<file path="config.mk">
export PLATFORM = sky130hd
export DESIGN_NAME = rx_alarm_irq
export DESIGN_NICKNAME = d
export VERILOG_FILES = /design/src/design/rx_alarm_irq.v /design/src/design/persist_detector.v
export VERILOG_INCLUDE_DIRS = /design/src /design/src/design
export SDC_FILE = /design/constraint.sdc
export NUM_CORES = 1
export LEC_CHECK = 0
export ABC_AREA = 1
export BUFFER_PORTS_ARGS = -buffer_cell sky130_fd_sc_hd__buf_4
export CELL_PAD_IN_SITES_DETAIL_PLACEMENT = 1
export CELL_PAD_IN_SITES_GLOBAL_PLACEMENT = 2
export CORE_MARGIN = 10
export CORE_UTILIZATION = 30
export CTS_CLUSTER_SIZE = 28
export DETAILED_ROUTE_END_ITERATION = 6
export GPL_TIMING_DRIVEN = 0
export PLACE_DENSITY = 0.8
export SLEW_MARGIN = 20
export SYNTH_ARGS = -nofsm -noshare
export SYNTH_HDL_FRONTEND = slang
export SYNTH_SLANG_ARGS = --single-unit
</file>
<file path="constraint.sdc">
create_clock -name aclk -period 2.44 [get_ports aclk]
set_clock_uncertainty 0.1 [all_clocks]
set_input_delay 0 -clock aclk [delete_from_list [all_inputs] [get_ports aclk]]
set_output_delay 0 -clock aclk [all_outputs]
set_load 0.05 [all_outputs]
</file>
<file path="src/design/rx_alarm_irq_defines.vh">
// Constants for the receive alarm interrupt block: offsets, fields, resets, timing.
// Assumes inclusion by bare name from design files.
`ifndef RX_ALARM_IRQ_DEFINES_VH
`define RX_ALARM_IRQ_DEFINES_VH
`define ENABLE_REG_OFFSET 8'h00
`define STATUS_REG_OFFSET 8'h04
`define MASK_REG_OFFSET 8'h08
`define STATE_REG_OFFSET 8'h0C
`define THRESHOLD_REG_OFFSET 8'h10
`define BIT_REMOTE 0
`define BIT_ALL_ONES 1
`define BIT_FRAME_LOSS 2
`define BIT_LINE_CODE 3
`define BIT_MUST_ZERO 4
`define ENABLE_RESET 4'h0
`define MASK_RESET 4'hF
`define THRESHOLD_RESET 4'h0
`define WINDOW_RESET 4'h0
`define CLOCK_HZ 50000000
`define REMOTE_PERSIST_MS 900
`define REMOTE_PERSIST_CYCLES ((`CLOCK_HZ / 1000) * `REMOTE_PERSIST_MS)
`define RESP_OKAY 2'b00
`define RESP_SLVERR 2'b10
`endif

</file>
<file path="src/design/rx_alarm_irq.v">
// Receive alarm and error interrupt enable, status and request logic, AXI4-Lite slave.
// Assumes detector inputs are synchronous to aclk and framing errors come as pulses.
// Functional notes
// - Enable bits 7 to 5 are reserved: they read as zero and ignore writes.
// - Enable bit 3, zero at reset, lets a line code violation raise an interrupt.
// - Enable bit 2, zero at reset, lets both declaring and clearing frame loss interrupt.
// - Enable bit 1, zero at reset, lets both edges of the all-ones alarm interrupt.
// - Enable bit 0, zero at reset, lets both edges of the remote alarm interrupt.
// - Status bits latch events and clear when software reads the status register.
// - Remote alarm is declared after its pattern lasts 900 ms and cleared at once.
// - Frame loss is declared when a threshold of framing errors falls in a window.
//
// The AXI4-Lite interface to the registers and the placing of the registers are this design's own decisions.
`timescale 1ns/1ps
`default_nettype none
`include "rx_alarm_irq_defines.vh"
module rx_alarm_irq #(
    parameter [31:0] REMOTE_PERSIST_CYCLES = `REMOTE_PERSIST_CYCLES
) (
    input wire aclk,
    input wire aresetn,
    input wire [7:0] s_axi_awaddr,
    input wire s_axi_awvalid,
    output reg s_axi_awready,
    input wire [31:0] s_axi_wdata,
    input wire [3:0] s_axi_wstrb,
    input wire s_axi_wvalid,
    output reg s_axi_wready,
    output reg [1:0] s_axi_bresp,
    output reg s_axi_bvalid,
    input wire s_axi_bready,
    input wire [7:0] s_axi_araddr,
    input wire s_axi_arvalid,
    output reg s_axi_arready,
    output reg [31:0] s_axi_rdata,
    output reg [1:0] s_axi_rresp,
    output reg s_axi_rvalid,
    input wire s_axi_rready,
    input wire line_code_err,
    input wire frame_bit_err,
    input wire all_ones_alarm,
    input wire remote_pattern,
    output reg irq
);
    function mapped;
        input [7:0] a;
        begin
            mapped = (a == `ENABLE_REG_OFFSET) || (a == `STATUS_REG_OFFSET) ||
                     (a == `MASK_REG_OFFSET) || (a == `STATE_REG_OFFSET) ||
                     (a == `THRESHOLD_REG_OFFSET);
        end
    endfunction

    reg [3:0] enable_reg;
    reg [3:0] status_reg;
    reg [3:0] mask_reg;
    reg [3:0] err_threshold_reg;
    reg [3:0] err_window_reg;
    reg [7:0] aw_addr_reg;
    reg aw_held_reg;
    reg [31:0] w_data_reg;
    reg [3:0] w_strb_reg;
    reg w_held_reg;
    reg frame_loss_reg;
    reg [3:0] win_pos_reg;
    reg [3:0] err_cnt_reg;
    reg frame_loss_prev_reg;
    reg all_ones_prev_reg;
    reg remote_prev_reg;
    wire remote_alarm;
    wire [3:0] events;
    wire do_write;
    wire rd_status;
    reg [31:0] rd_data;

    // Remote alarm needs persistence; 900 ms count is a parameter for simulation
    persist_detector #(
        .PERSIST_CYCLES(REMOTE_PERSIST_CYCLES)
    ) remote_det (
        .aclk(aclk),
        .aresetn(aresetn),
        .condition(remote_pattern),
        .declared(remote_alarm)
    );

    // Frame loss: threshold errors within a window of framing bits
    always @(posedge aclk) begin
        if (!aresetn) begin
            win_pos_reg <= 4'h0;
            err_cnt_reg <= 4'h0;
            frame_loss_reg <= 1'b0;
        end else if (frame_bit_err || win_pos_reg != 4'h0) begin
            if (err_threshold_reg != 4'h0 && err_cnt_reg + {3'b000, frame_bit_err} >=
                err_threshold_reg) begin
                frame_loss_reg <= 1'b1;
            end
            if (win_pos_reg >= err_window_reg) begin
                win_pos_reg <= 4'h0;
                err_cnt_reg <= 4'h0;
            end else begin
                win_pos_reg <= win_pos_reg + 4'h1;
                err_cnt_reg <= err_cnt_reg + {3'b000, frame_bit_err};
            end
        end else if (err_window_reg == 4'h0) begin
            frame_loss_reg <= 1'b0;
        end else begin
            // Reframes on the first error-free cycle after a window ends; limitation: no separate frame search
            frame_loss_reg <= frame_loss_reg & (err_cnt_reg != 4'h0);
        end
    end

    always @(posedge aclk) begin
        if (!aresetn) begin
            frame_loss_prev_reg <= 1'b0;
            all_ones_prev_reg <= 1'b0;
            remote_prev_reg <= 1'b0;
        end else begin
            frame_loss_prev_reg <= frame_loss_reg;
            all_ones_prev_reg <= all_ones_alarm;
            remote_prev_reg <= remote_alarm;
        end
    end

    // Both edges count as a change
    assign events[`BIT_LINE_CODE] = line_code_err;
    assign events[`BIT_FRAME_LOSS] = frame_loss_reg ^ frame_loss_prev_reg;
    assign events[`BIT_ALL_ONES] = all_ones_alarm ^ all_ones_prev_reg;
    assign events[`BIT_REMOTE] = remote_alarm ^ remote_prev_reg;

    assign do_write = aw_held_reg && w_held_reg && !s_axi_bvalid;
    assign rd_status = s_axi_arvalid && s_axi_arready && s_axi_araddr == `STATUS_REG_OFFSET;

    always @* begin
        rd_data = 32'h0000_0000;
        case (s_axi_araddr)
            `ENABLE_REG_OFFSET: rd_data = {28'h0000000, enable_reg};
            `STATUS_REG_OFFSET: rd_data = {28'h0000000, status_reg};
            `MASK_REG_OFFSET: rd_data = {28'h0000000, mask_reg};
            `STATE_REG_OFFSET: rd_data = {29'h00000000, frame_loss_reg, all_ones_alarm,
                                          remote_alarm};
            `THRESHOLD_REG_OFFSET: rd_data = {24'h000000, err_window_reg, err_threshold_reg};
            default: rd_data = 32'h0000_0000;
        endcase
    end

    // Write channel: address and data accepted in either order
    always @(posedge aclk) begin
        if (!aresetn) begin
            s_axi_awready <= 1'b1;
            s_axi_wready <= 1'b1;
            aw_held_reg <= 1'b0;
            w_held_reg <= 1'b0;
            aw_addr_reg <= 8'h00;
            w_data_reg <= 32'h0000_0000;
            w_strb_reg <= 4'h0;
            s_axi_bvalid <= 1'b0;
            s_axi_bresp <= `RESP_OKAY;
            enable_reg <= `ENABLE_RESET;
            mask_reg <= `MASK_RESET;
            err_threshold_reg <= `THRESHOLD_RESET;
            err_window_reg <= `WINDOW_RESET;
        end else begin
            if (s_axi_awvalid && s_axi_awready) begin
                aw_addr_reg <= s_axi_awaddr;
                aw_held_reg <= 1'b1;
                s_axi_awready <= 1'b0;
            end
            if (s_axi_wvalid && s_axi_wready) begin
                w_data_reg <= s_axi_wdata;
                w_strb_reg <= s_axi_wstrb;
                w_held_reg <= 1'b1;
                s_axi_wready <= 1'b0;
            end
            if (do_write) begin
                s_axi_bvalid <= 1'b1;
                s_axi_bresp <= mapped(aw_addr_reg) ? `RESP_OKAY : `RESP_SLVERR;
                if (w_strb_reg[0]) begin
                    // Enable and mask bits 7 to 4 never stored: reserved and must-be-zero; threshold bits 7 to 4 hold the window
                    if (aw_addr_reg == `ENABLE_REG_OFFSET)
                        enable_reg <= w_data_reg[3:0];
                    if (aw_addr_reg == `MASK_REG_OFFSET)
                        mask_reg <= w_data_reg[3:0];
                    if (aw_addr_reg == `THRESHOLD_REG_OFFSET) begin
                        err_threshold_reg <= w_data_reg[3:0];
                        err_window_reg <= w_data_reg[7:4];
                    end
                end
            end
            if (s_axi_bvalid && s_axi_bready) begin
                s_axi_bvalid <= 1'b0;
                aw_held_reg <= 1'b0;
                w_held_reg <= 1'b0;
                s_axi_awready <= 1'b1;
                s_axi_wready <= 1'b1;
            end
        end
    end

    // Read channel and status; a new event in the read cycle survives the clear
    always @(posedge aclk) begin
        if (!aresetn) begin
            s_axi_arready <= 1'b1;
            s_axi_rvalid <= 1'b0;
            s_axi_rdata <= 32'h0000_0000;
            s_axi_rresp <= `RESP_OKAY;
            status_reg <= 4'h0;
            irq <= 1'b0;
        end else begin
            if (s_axi_arvalid && s_axi_arready) begin
                s_axi_arready <= 1'b0;
                s_axi_rvalid <= 1'b1;
                s_axi_rdata <= rd_data;
                s_axi_rresp <= mapped(s_axi_araddr) ? `RESP_OKAY : `RESP_SLVERR;
            end else if (s_axi_rvalid && s_axi_rready) begin
                s_axi_rvalid <= 1'b0;
                s_axi_arready <= 1'b1;
            end
            // Enable gates latching; W1C also honoured as an alternative clear
            status_reg <= (rd_status ? 4'h0 : status_reg &
                           ~((do_write && w_strb_reg[0] && aw_addr_reg == `STATUS_REG_OFFSET)
                             ? w_data_reg[3:0] : 4'h0)) | (events & enable_reg);
            irq <= |(status_reg & enable_reg & mask_reg);
        end
    end
endmodule
`default_nettype wire

</file>
<file path="src/design/persist_detector.v">
// Declares a condition after it persists for a count of cycles; clears at once.
// Assumes input synchronous to aclk.
`timescale 1ns/1ps
`default_nettype none
module persist_detector #(
    parameter [31:0] PERSIST_CYCLES = 32'd45000000
) (
    input wire aclk,
    input wire aresetn,
    input wire condition,
    output reg declared
);
    reg [31:0] count_reg;
    always @(posedge aclk) begin
        if (!aresetn) begin
            count_reg <= 32'h0000_0000;
            declared <= 1'b0;
        end else if (!condition) begin
            // Clear immediately when the pattern goes away
            count_reg <= 32'h0000_0000;
            declared <= 1'b0;
        end else if (count_reg >= PERSIST_CYCLES - 32'd1) begin
            declared <= 1'b1;
        end else begin
            count_reg <= count_reg + 32'd1;
        end
    end
endmodule
`default_nettype wire

</file>
==> results of run 1 <==
[power by group through the flow]
| stage | Combinational (W) | Clock, W | Sequential, W |
|---|---|---|---|
| 3_3_place_gp | 0.000429 | 0 | 0.00175 |
| 2_1_floorplan | 0.000253 | 0 | 0.00180 |
| 5_1_grt | 0.000532 | 0.00160 | 0.00172 |
| 3_5_place_dp | 0.000439 | 0 | 0.00175 |
| 4_1_cts | 0.000485 | 0.00152 | 0.00171 |
| 6_report | 0.000487 | 0.00148 | 0.00171 |
[worst max path at each step]
stage / startpoint / to / slack [ns]
4_1_cts: remote_det.count_reg[0] / remote_det.count_reg[6] / 0.38
2_1_floorplan: s_axi_bvalid / err_threshold_reg[1] / 0.71
6_report: remote_det.count_reg[0] / remote_det.count_reg[18] / 0.40
3_5_place_dp: remote_det.count_reg[0] / remote_det.count_reg[5] / 0.39
5_1_grt: remote_det.count_reg[0] / remote_det.count_reg[5] / 0.21
3_3_place_gp: remote_det.count_reg[0] / remote_det.count_reg[25] / 0.43
[cell usage after synthesis (all sizes together)]
cell type    n
buf         34
xor2         6
inv         79
o21bai       4
nor3b        1
nand3b       1
a21oi       59
o21ai       44
nand3       76
conb         1
o41ai        2
o211ai       1
a22oi        7
a41oi        2
a211oi       2
nand4        5
xnor2        8
nand2      173
nor3        15
ha          13
nor4         4
nor2        97
or2          2
dfxtp      100
clkbuf      12
[per-layer routing]
layer	vias to the layer above	GRT usage, %	part of all wire [%]
met3	20	3.44	3.9
li1	2620	-	-
met1	2477	17.8	48
met4	0	4.03	1.5
met5	-	0	0
met2	79	23.1	47
[stage by stage]
stage	cell area [um2]	total power, W
3_3_place_gp	5970	0.00218
5_1_grt	6590	0.00385
3_5_place_dp	5970	0.00219
2_1_floorplan	5320	0.00205
4_1_cts	6590	0.00372
6_report	6590	0.00368
[cells in the final DEF, fill, tap and decap left out, types with 4 or more instances in the layout]
master and instances:
sky130_fd_sc_hd__nand2_1 159, sky130_fd_sc_hd__dfxtp_1 100, sky130_fd_sc_hd__nor2_1 95, sky130_fd_sc_hd__buf_4 78
sky130_fd_sc_hd__inv_1 76, sky130_fd_sc_hd__nand3_1 76, sky130_fd_sc_hd__a21oi_1 47, sky130_fd_sc_hd__o21ai_0 44
sky130_fd_sc_hd__dlygate4sd3_1 32, sky130_fd_sc_hd__conb_1 26, sky130_fd_sc_hd__nor3_1 14, sky130_fd_sc_hd__ha_1 13
sky130_fd_sc_hd__clkbuf_1 12, sky130_fd_sc_hd__nand2_2 11, sky130_fd_sc_hd__a21oi_2 11, sky130_fd_sc_hd__clkbuf_16 9
sky130_fd_sc_hd__xnor2_1 8, sky130_fd_sc_hd__a22oi_1 7, sky130_fd_sc_hd__xor2_1 6, sky130_fd_sc_hd__nand4_1 5
sky130_fd_sc_hd__nor4_1 4, sky130_fd_sc_hd__o21bai_1 4, sky130_fd_sc_hd__inv_8 4
[final cells by class]
| type | instances | share of cell area [%] |
|---|---|---|
| plain buffers | 46 | 4.55 |
| clock inverters | 6 | 0.930 |
| repair buffers | 82 | 10.6 |
| multi-input cells | 548 | 41.2 |
| well taps | 225 | 4.27 |
| inverters | 79 | 4.50 |
| flip-flops and latches | 100 | 30.4 |
| clock buffers | 10 | 3.62 |
[logic make-up after synthesis]
family	after synthesis
DFF	100
buffers and inverters	125
and+or+nand+nor	374
xor gates and xnor gates	14
other	1
AOI/OAI and AO/OA	121
adders and majority gates	13
[worst register-to-register path, delay by kind of cell, from the launching register on]
| kind | cells | cell delay [ns] |
|---|---|---|
| fa+ha+maj | 1 | 0.30 |
| compound gates | 1 | 0.12 |
| simple gates | 8 | 0.80 |
| flops | 1 | 0.38 |
| buf+inv | 2 | 0.27 |
[what timing repair did]
action	4_1_cts	5_1_grt
endpoints found under the setup margin	0	0
hold buffers	32	0
resized for setup	0	0
endpoints found under the hold margin	34	0
==> metrics.yaml, run 1 <==
finalHoldViolations: 0
dieHeight_um: 152
grt_pass1_wl_um: 27400
pin_count: 105
worst_max_slew_pin_slew_ns: 0.717
netlist.area_leader.share_pct: 38.3
postSynthRegisterBits: 100
crit_required_ns: 2.63
synth_adder_area_share_pct: 3.11
p_sw_share_pct: 29.2
cts_htree_levels: 3
timing.critical_path.cells: "ha_1 -> inv_2 -> nor2_8 -> nand2_4 -> nand2_1 -> nand2_1 -> nand2_2 -> nand2_4 -> nand2_4 -> buf_6 -> nand2_1 -> a21oi_2"
ys_types: 37
critPathCaptureType: "flip-flop"
chipWidth_um: 152
synth_cells: 748
clkSinkCount: 100
post-route-period-util_pct: 83.5
reg2reg_slack_ns: 0.40
area.growth.synth_to_final_pct: 26.3
insertedDiodeCount: 0
crit_path_start_kind: "flip-flop"
clk_pin_slew_ns: 0.08
setup-tns-final_ns: 0
cts-root-to-sink-buffers: 2
rsz0062_at_grt: "no"
post-route-min-period_ns: 2.04
starting_density_pct: 30.4
die_area_um2: 23100
synth_top_cell_by_area: "sky130_fd_sc_hd__dfxtp_1"
drv_cap: 0
reg2reg_to: "remote_det.count_reg[18]"
clock_insertion_delay_worst_skew_ns: 0.36
min-delay-path-class: "input pin to flip-flop"
root_buffer: "sky130_fd_sc_hd__clkbuf_16"
synth-xor-area-share_pct: 2.35
core_region_area_um2: 17200
timing.hold.worst_endpoint: "s_axi_rdata[3]"
critical_path_class: "flip-flop to flip-flop"
critical_path_cell_count: 12
critical_path.top_delay_family: "simple AND/OR/NAND/NOR gates"
final_antenna_net_count: 0
synth_compound_gate_area_share_pct: 13.6
synth_area_leaders: "sky130_fd_sc_hd__dfxtp_1 38%, sky130_fd_sc_hd__nand2_1 11%, sky130_fd_sc_hd__nand3_1 7.3%"
postRouteWirelength_um: 16400
post_route_cells_drive_above_1_share_pct: 15.3
grtUsageTotal_pct: 14.0
synthesis.area_per_instance_um2: 6.98
power.combinational.fraction_pct: 13.3
seq_area_frac_synth_pct: 38.3
antenna_found_initial: 0
timing.hold.ws_ns: 0.0184
largest_register_ffs: 32
nFillCells: 2236
synthMuxAreaShare_pct: 0
cts_buffers: 9
via_per_inst: 4.74
hold_depth: 6
timing.critical_path.fanout_max: 10
share_of_total_power_in_sequential_cells_pct: 46.5
place_inst: 1048
synth-simple-area-share_pct: 31.1
detailed_placement_hpwl_um: 12700
dp_worst_setup_slack_ns: 0.388
io_buffer_count: 50
vdd_ir_drop_max_mv: 0.281
drt_initial_violations: 180
p_clk_share_pct: 40.2
fin_nets: 942
reg2regPathDepth: 12
worst_ep_arrival_time_ns: 2.22
drc: 0
layout.area.seq_um2: 2000
power.density_cell_area_nw_per_um2: 558
rows: 48
relSlewSlack_pct: 52.2
grt.overflow.total: 0
syn_warnings: 0
synth.cell_area_um2: 5220
p_leak_nw: 2.82
worst_path_buf_inv: 2
route.detailed.wl_per_inst_um: 15.0
finalSetupViolations: 0
vias: 5196
worstHoldStart: "s_axi_araddr[5]"
cts_tree: "yes"
slew_viol_final: 0
multiInputGateArea_um2: 2720
pin_count_of_the_biggest_net_entering_global_routing: 20
layout.cells.non_filler: 1096
gp_routability_congestion: 0.824
p_sw_w: 0.00108
number_of_global_route_vias_before_repair: 5551
max_clock_freq_ghz: 0.491
worst_slack_ns: 0.403
r2r_start: "remote_det.count_reg[0]"
synth_top_family_by_area: "simple AND/OR/NAND/NOR gates"
finish.utilization_pct: 38.4
detail_route.first_pass.iterations: 4
cpMaxStageDelayCell: "sky130_fd_sc_hd__dfxtp_1"
postCtsSetupBuffers: 0
status: "finished clean"
worst_stage_delay_on_the_critical_path_ns: 0.38
internal_power_w: 0.00260
No activity file was read; power rests on OpenSTA's default activity.
==> run 2, diff against run 1 <==
--- a/config.mk
+++ b/config.mk
@@ -6,16 +6,16 @@
 export SDC_FILE = /design/constraint.sdc
 export NUM_CORES = 1
 export LEC_CHECK = 0
-export ABC_AREA = 1
+export ABC_AREA = 0
 export BUFFER_PORTS_ARGS = -buffer_cell sky130_fd_sc_hd__buf_4
 export CELL_PAD_IN_SITES_DETAIL_PLACEMENT = 1
 export CELL_PAD_IN_SITES_GLOBAL_PLACEMENT = 2
 export CORE_MARGIN = 10
-export CORE_UTILIZATION = 30
+export CORE_UTILIZATION = 29
 export CTS_CLUSTER_SIZE = 28
 export DETAILED_ROUTE_END_ITERATION = 6
 export GPL_TIMING_DRIVEN = 0
-export PLACE_DENSITY = 0.8
+export PLACE_DENSITY = 0.77
 export SLEW_MARGIN = 20
 export SYNTH_ARGS = -nofsm -noshare
 export SYNTH_HDL_FRONTEND = slang
==> constraint.sdc (replaced) <==
create_clock -name aclk -period 1.75 [get_ports aclk]
set_clock_uncertainty 0.1 [all_clocks]
set_input_delay 0 -clock aclk [delete_from_list [all_inputs] [get_ports aclk]]
set_output_delay 0 -clock aclk [all_outputs]
set_load 0.05 [all_outputs]
==> run 2 against run 1 <==
Compared with the run above:
- the flow now finishes with violations (setup timing)
- via count down 8.3%
- critical endpoint is now remote_det.count_reg[24]
- die area down 4.5%
- sequential cell count unchanged
- count of clock-buffer cells in the layout up 2
- maximum frequency down 5.0%
- clock power up 44%
- synthesized cell count down 25%
- non-clock buffer count up 58
- total power up 39%
- design area up 10%
- critical path depth down 7
- largest cell class unchanged
==> metrics.yaml, run 2 <==
status: "complete, but fails checks"
failed_checks: "setup timing"
dp_worst_setup_slack_ns: -0.514
cpMaxStageDelayCell: "sky130_fd_sc_hd__or4_4"
critPathCaptureType: "flip-flop"
crit_required_ns: 1.93
gp_routability_congestion: 0.813
cts-root-to-sink-buffers: 2
fin_nets: 813
power.density_cell_area_nw_per_um2: 704
worst_max_slew_pin_slew_ns: 0.699
syn_warnings: 0
clock_insertion_delay_worst_skew_ns: 0.36
synth.cell_area_um2: 4790
finalSetupViolations: 42
worst_ep_arrival_time_ns: 2.32
clkSinkCount: 100
p_clk_share_pct: 41.7
p_sw_share_pct: 26.9
netlist_top_cells_count: "100 x sky130_fd_sc_hd__dfxtp_1, 71 x sky130_fd_sc_hd__nand2_1, 60 x sky130_fd_sc_hd__a21oi_1"
worst_path_buf_inv: 0
area.growth.synth_to_final_pct: 51.4
cts_buffers: 9
seq_area_frac_synth_pct: 41.8
critical_path.top_delay_family: "simple AND/OR/NAND/NOR gates"
max_clock_freq_ghz: 0.467
starting_density_pct: 29.8
clk_pin_slew_ns: 0.08
io_buffer_count: 49
root_buffer: "sky130_fd_sc_hd__clkbuf_16"
min-delay-path-class: "input pin to flip-flop"
pin_count_of_the_biggest_net_entering_global_routing: 17
synth_top_cell_by_area: "sky130_fd_sc_hd__dfxtp_1"
grtUsageTotal_pct: 14.9
synth_edf_count: 0
grt.overflow.total: 0
synthesis.area_per_instance_um2: 8.49
route.detailed.wl_per_inst_um: 17.2
cts_htree_levels: 3
timing.critical_path.cells: "a211o_1 -> o211a_4 -> or4_4 -> or4_1 -> a21oi_2"
crit_path_start_kind: "flip-flop"
finalHoldViolations: 0
ys_types: 53
postSynth.topFlopCell: "sky130_fd_sc_hd__dfxtp_1"
synth_area_leaders: "sky130_fd_sc_hd__dfxtp_1 42%, sky130_fd_sc_hd__a21oi_1 6.3%, sky130_fd_sc_hd__nand2_1 5.6%"
met2_wirelength_um: 8610
post-route-min-period_ns: 2.14
share_of_total_power_in_sequential_cells_pct: 46.0
via_per_inst: 4.97
chipWidth_um: 148
pin_count: 105
antenna_found_initial: 1
core_region_area_um2: 16100
die_area_um2: 22100
routedLengthMet1_um: 7030
setup-tns-final_ns: -7.69
topRoutingLayerUsed: "met4"
rows: 46
timing.critical_path.fanout_max: 3
vdd_ir_drop_max_mv: 0.467
post-route-period-util_pct: 122
synth-async-reset-ratio_pct: 0
largest_register_ffs: 32
critical_path_class: "flip-flop to flip-flop"
final_antenna_net_count: 0
cts_tree: "yes"
drv_cap: 0
dieHeight_um: 148
internal_power_w: 0.00374
mostFrequentLayoutCells: "118 x sky130_fd_sc_hd__buf_4, 73 x sky130_fd_sc_hd__dfxtp_1, 61 x sky130_fd_sc_hd__nand2_1, 44 x sky130_fd_sc_hd__a21oi_1, 29 x sky130_fd_sc_hd__dlygate4sd3_1"
worst_stage_delay_on_the_critical_path_ns: 0.51
detailed_placement_hpwl_um: 11100
p_sw_w: 0.00137
synth_most_common_cell: "sky130_fd_sc_hd__dfxtp_1"
power.combinational.fraction_pct: 12.3
postSynthRegisterBits: 100
synth_cells: 564
drt_initial_violations: 231
rsz0062_at_grt: "yes"
worst_slack_ns: -0.393
relSlewSlack_pct: 53.4
post_route_cells_drive_above_1_share_pct: 37.6
postRouteWirelength_um: 16500
drc: 0
p_leak_nw: 2.88
netlist.area_leader.share_pct: 41.8
slew_viol_final: 0
number_of_global_route_vias_before_repair: 5178
grt_pass1_wl_um: 26500
detail_route.first_pass.iterations: 7
routed-wl-met3_um: 481
layout_commonest_cell: "sky130_fd_sc_hd__buf_4"
vias: 4764
==> run 2: cell types whose count changed after synthesis, sizes merged, moves of 10 or more <==
cell	delta
nand2	-102
nor2	-67
mux2i	+14
or4	+13
inv	-62
o21ai	-21
nand3	-40
and3	+18
or3	+12
o31ai	+10
==> run 2: worst min-delay path, cell delays in order <==
cell	delay, ns
sky130_fd_sc_hd__buf_4	0.09
sky130_fd_sc_hd__nand2_1	0.17
sky130_fd_sc_hd__nand2_1	0.12
sky130_fd_sc_hd__a21oi_1	0.05
==> run 2: layout make-up <==
| cell class | instances | area, um2 |
|---|---|---|
| fill | 1839 | 8810 |
| multi-input combinational | 423 | 3000 |
| sequential | 100 | 2070 |
| timing repair buffer | 137 | 1190 |
| buffer | 49 | 342 |
| tap | 216 | 270 |
| clock buffer | 12 | 256 |
| inverter | 17 | 63.8 |
| clock inverter | 4 | 55.1 |
| antenna | 1 | 2.50 |
==> run 2: what timing repair did <==
item                                    4_1_cts  5_1_grt
endpoints found under the hold margin        37        0
cloned                                        5        0
pin swaps                                    49       43
resized for setup                            91       60
setup buffers                                40       17
endpoints found under the setup margin       56       56
hold buffers                                 29        0
==> run 2: power by group through the flow <==
stage,Combinational (W),Sequential (W),Clock [W]
5_1_grt,0.000680,0.00236,0.00228
4_1_cts,0.000612,0.00236,0.00218
3_5_place_dp,0.000549,0.00242,0
6_report,0.000626,0.00235,0.00213
3_3_place_gp,0.000542,0.00242,0
2_1_floorplan,0.000328,0.00247,0
==> run 2: path summary, 6_finish.rpt <==
path | end | cells past startpoint | start | slack (ns)
min | aw_addr_reg[5] | 4 | s_axi_awvalid | 0.02
max reg2reg | remote_det.count_reg[24] | 5 | remote_det.count_reg[21] | -0.39
min reg2reg | aw_addr_reg[5] | 2 | aw_addr_reg[5] | 0.35
max | remote_det.count_reg[24] | 5 | remote_det.count_reg[21] | -0.39
==> run 2: per-stage QoR <==
stage | hold WS [ns] | util (%) | area [um2] | std cells | power, W
after floorplan | 0.000353 | - | 4970 | 589 | 0.00280
after global placement | 0.104 | 34.9 | 5610 | 854 | 0.00296
after detailed placement | 0.109 | 34.9 | 5610 | 854 | 0.00297
after CTS | 0.00617 | 43.1 | 6910 | 943 | 0.00514
after global routing | 0.0178 | 45.2 | 7250 | 959 | 0.00532
final | 0.0183 | 45.2 | 7250 | 959 | 0.00511
==> run 2: kinds of logic (layout without fill, tap and decap cells) <==
family | after synthesis | count (layout) | share of synthesized area [%]
buffers and inverters | 67 | 219 | 7.53
adder cells (fa/ha/maj) | 13 | 13 | 3.40
other | 1 | 27 | 0.0783
AO/OA/AOI/OAI | 123 | 123 | 15.4
flip-flops | 100 | 100 | 41.8
XOR/XNOR | 7 | 7 | 1.28
AND/OR/NAND/NOR | 236 | 237 | 26.2
multiplexers | 17 | 17 | 4.34
==> run 2: metal layers <==
layer | track usage (%) | vias to the layer above
li1 | - | 2353
met1 | 16.4 | 2311
met2 | 27.4 | 73
met3 | 3.09 | 27
met4 | 5.15 | 0
met5 | 0 | -
==> run 3, diff against run 2 <==
--- a/config.mk
+++ b/config.mk
@@ -11,11 +11,11 @@
 export CELL_PAD_IN_SITES_DETAIL_PLACEMENT = 1
 export CELL_PAD_IN_SITES_GLOBAL_PLACEMENT = 2
 export CORE_MARGIN = 10
-export CORE_UTILIZATION = 29
+export CORE_UTILIZATION = 34
 export CTS_CLUSTER_SIZE = 28
 export DETAILED_ROUTE_END_ITERATION = 6
 export GPL_TIMING_DRIVEN = 0
-export PLACE_DENSITY = 0.77
+export PLACE_DENSITY = 0.85
 export SLEW_MARGIN = 20
 export SYNTH_ARGS = -nofsm -noshare
 export SYNTH_HDL_FRONTEND = slang
==> constraint.sdc (replaced) <==
create_clock -name aclk -period 2.7 [get_ports aclk]
set_clock_uncertainty 0.1 [all_clocks]
set_input_delay 0 -clock aclk [delete_from_list [all_inputs] [get_ports aclk]]
set_output_delay 0 -clock aclk [all_outputs]
set_load 0.05 [all_outputs]
==> run 3 against run 2 <==
Compared with the run above:
- utilization fell by 1.1 points
- the flow now finishes without violations
- first-iteration DRC count fell by 20%
- largest cell class unchanged
- critical path type unchanged
- setup slack improved by 0.73 ns
- design area fell by 16%
- via count fell by 5.5%
==> metrics.yaml, run 3 (synthesis results as in run 2) <==
vias: 4500
timing.critical_path.cells: "nand4bb_1 -> nor4b_1 -> and3_1 -> buf_2 -> buf_2 -> o21ai_0 -> a21oi_1"
worst_max_slew_pin_slew_ns: 0.771
cts.repair.resized: 0
grtUsageTotal_pct: 14.6
area.growth.synth_to_final_pct: 27.1
gp_routability_congestion: 0.838
status: "finished clean"
post-route-min-period_ns: 2.36
fin_nets: 754
p_leak_nw: 2.39
layout_commonest_cell: "sky130_fd_sc_hd__dfxtp_1"
cts_htree_levels: 3
slew_viol_final: 0
power.density_cell_area_nw_per_um2: 550
route.detailed.wl_per_inst_um: 16.1
worst_ep_arrival_time_ns: 2.54
dieHeight_um: 139
place_inst: 818
setup-tns-final_ns: 0
cts_tree: "yes"
antenna_found_initial: 0
drv_cap: 0
insertedDiodeCount: 0
cpMaxStageDelayCell: "sky130_fd_sc_hd__nor4b_1"
pin_count_of_the_biggest_net_entering_global_routing: 18
final_antenna_net_count: 0
postCtsSetupBuffers: 0
io_buffer_count: 49
clkSinkCount: 100
relSlewSlack_pct: 48.4
core_region_area_um2: 13800
grt_pass1_wl_um: 23700
vdd_ir_drop_max_mv: 0.441
worst_path_buf_inv: 2
crit_required_ns: 2.88
critPathCaptureType: "flip-flop"
critical_path_class: "flip-flop to flip-flop"
largest_register_ffs: 32
post_route_cells_drive_above_1_share_pct: 16.3
critical_path_cell_count: 7
drc: 0
drt_initial_violations: 185
nFillCells: 1623
post-route-period-util_pct: 87.4
starting_density_pct: 34.6
hold_depth: 4
pin_count: 105
crit_path_frequent_cell: "sky130_fd_sc_hd__buf_2"
rows: 43
postRouteWirelength_um: 13900
via_per_inst: 5.21
rsz0062_at_grt: "no"
totalPowerFinal_w: 0.00335
min-delay-path-class: "input pin to flip-flop"
cts_buffers: 9
root_buffer: "sky130_fd_sc_hd__clkbuf_16"
number_of_global_route_vias_before_repair: 4872
detail_route.first_pass.iterations: 4
cts-root-to-sink-buffers: 2
crit_path_start_kind: "flip-flop"
finalHoldViolations: 0
worst_stage_delay_on_the_critical_path_ns: 0.58
grt.overflow.total: 0
timing.critical_path.fanout_max: 10
finalSetupViolations: 0
chipWidth_um: 139
critical_path.top_delay_family: "simple AND/OR/NAND/NOR gates"
clock_insertion_delay_worst_skew_ns: 0.36
reg2regPathDepth: 7
max_clock_freq_ghz: 0.424
layout.cells.non_filler: 863
mostFrequentLayoutCells: "100 x sky130_fd_sc_hd__dfxtp_1, 75 x sky130_fd_sc_hd__buf_4, 71 x sky130_fd_sc_hd__nand2_1, 60 x sky130_fd_sc_hd__a21oi_1, 35 x sky130_fd_sc_hd__nand3_1"
die_area_um2: 19200
clk_pin_slew_ns: 0.07
detailed_placement_hpwl_um: 10600
[run 3: cell count changes in the layout (fill, tap and decap cells not counted), moves of 8 or more]
cell                      delta
sky130_fd_sc_hd__buf_4      -43
sky130_fd_sc_hd__dfxtp_1    +27
sky130_fd_sc_hd__a21oi_1    +16
sky130_fd_sc_hd__a21oi_2    -15
sky130_fd_sc_hd__dfxtp_4    -14
sky130_fd_sc_hd__dfxtp_2    -13
sky130_fd_sc_hd__buf_6      -11
sky130_fd_sc_hd__nand2_1    +10
sky130_fd_sc_hd__o21ai_0     +9
sky130_fd_sc_hd__nand2_2     -8
sky130_fd_sc_hd__nand3_1     +8
[run 3: through the flow]
stage	setup WS [ns]	utilization, %	hold slack, ns	instance area (um2)
after global routing	0.0739	44.0	0.0424	6090
after detailed placement	0.364	39.6	0.118	5480
after floorplan	0.638	-	0.000353	4880
after global placement	0.405	39.6	0.102	5480
final	0.340	44.0	0.0200	6090
after CTS	0.275	44.0	0.0111	6090
[run 3: worst min-delay path: stages]
cell,delay (ns)
sky130_fd_sc_hd__buf_4,0.08
sky130_fd_sc_hd__nand2_1,0.17
sky130_fd_sc_hd__nand2_1,0.12
sky130_fd_sc_hd__a21oi_1,0.05
[run 3: per-layer routing]
layer	up-vias	part of all wire (%)	GRT usage [%]
met4	0	2.7	6.21
met1	2196	40	15.1
met5	-	0	0
met2	64	54	27.3
met3	25	3.5	3.73
li1	2215	-	-
[run 3: timing repair]
action,in CTS,in global routing
hold buffers,29,0
endpoints found under the hold margin,40,0
endpoints found under the setup margin,0,0
[run 3: where the power goes]
part | internal (W) | leakage [nW] | switching [W]
combinational | 0.000142 | 1.42 | 0.000246
sequential | 0.00151 | 0.811 | 0.0000273
clock | 0.000825 | 0.159 | 0.000603
total | 0.00247 | 2.39 | 0.000876
[run 3: worst paths after layout]
path | startpoint | to | slack (ns)
worst max-delay path | remote_det.count_reg[21] | remote_det.count_reg[1] | 0.34
worst min-delay path | s_axi_awvalid | aw_addr_reg[1] | 0.02
worst max register to register | remote_det.count_reg[21] | remote_det.count_reg[1] | 0.34
worst min register to register | aw_addr_reg[0] | aw_addr_reg[0] | 0.36
[run 3: layout make-up]
class                      count  area [um2]  share of cell area (%)
inverter                      17        63.8                    1.05
buffer                        50         297                    4.87
clock inverter                 6        93.8                    1.54
multi-input combinational    422        2520                    41.4
clock buffer                  10         229                    3.76
sequential                   100        2000                    32.9
timing repair buffer          78         658                    10.8
tap                          180         225                    3.70
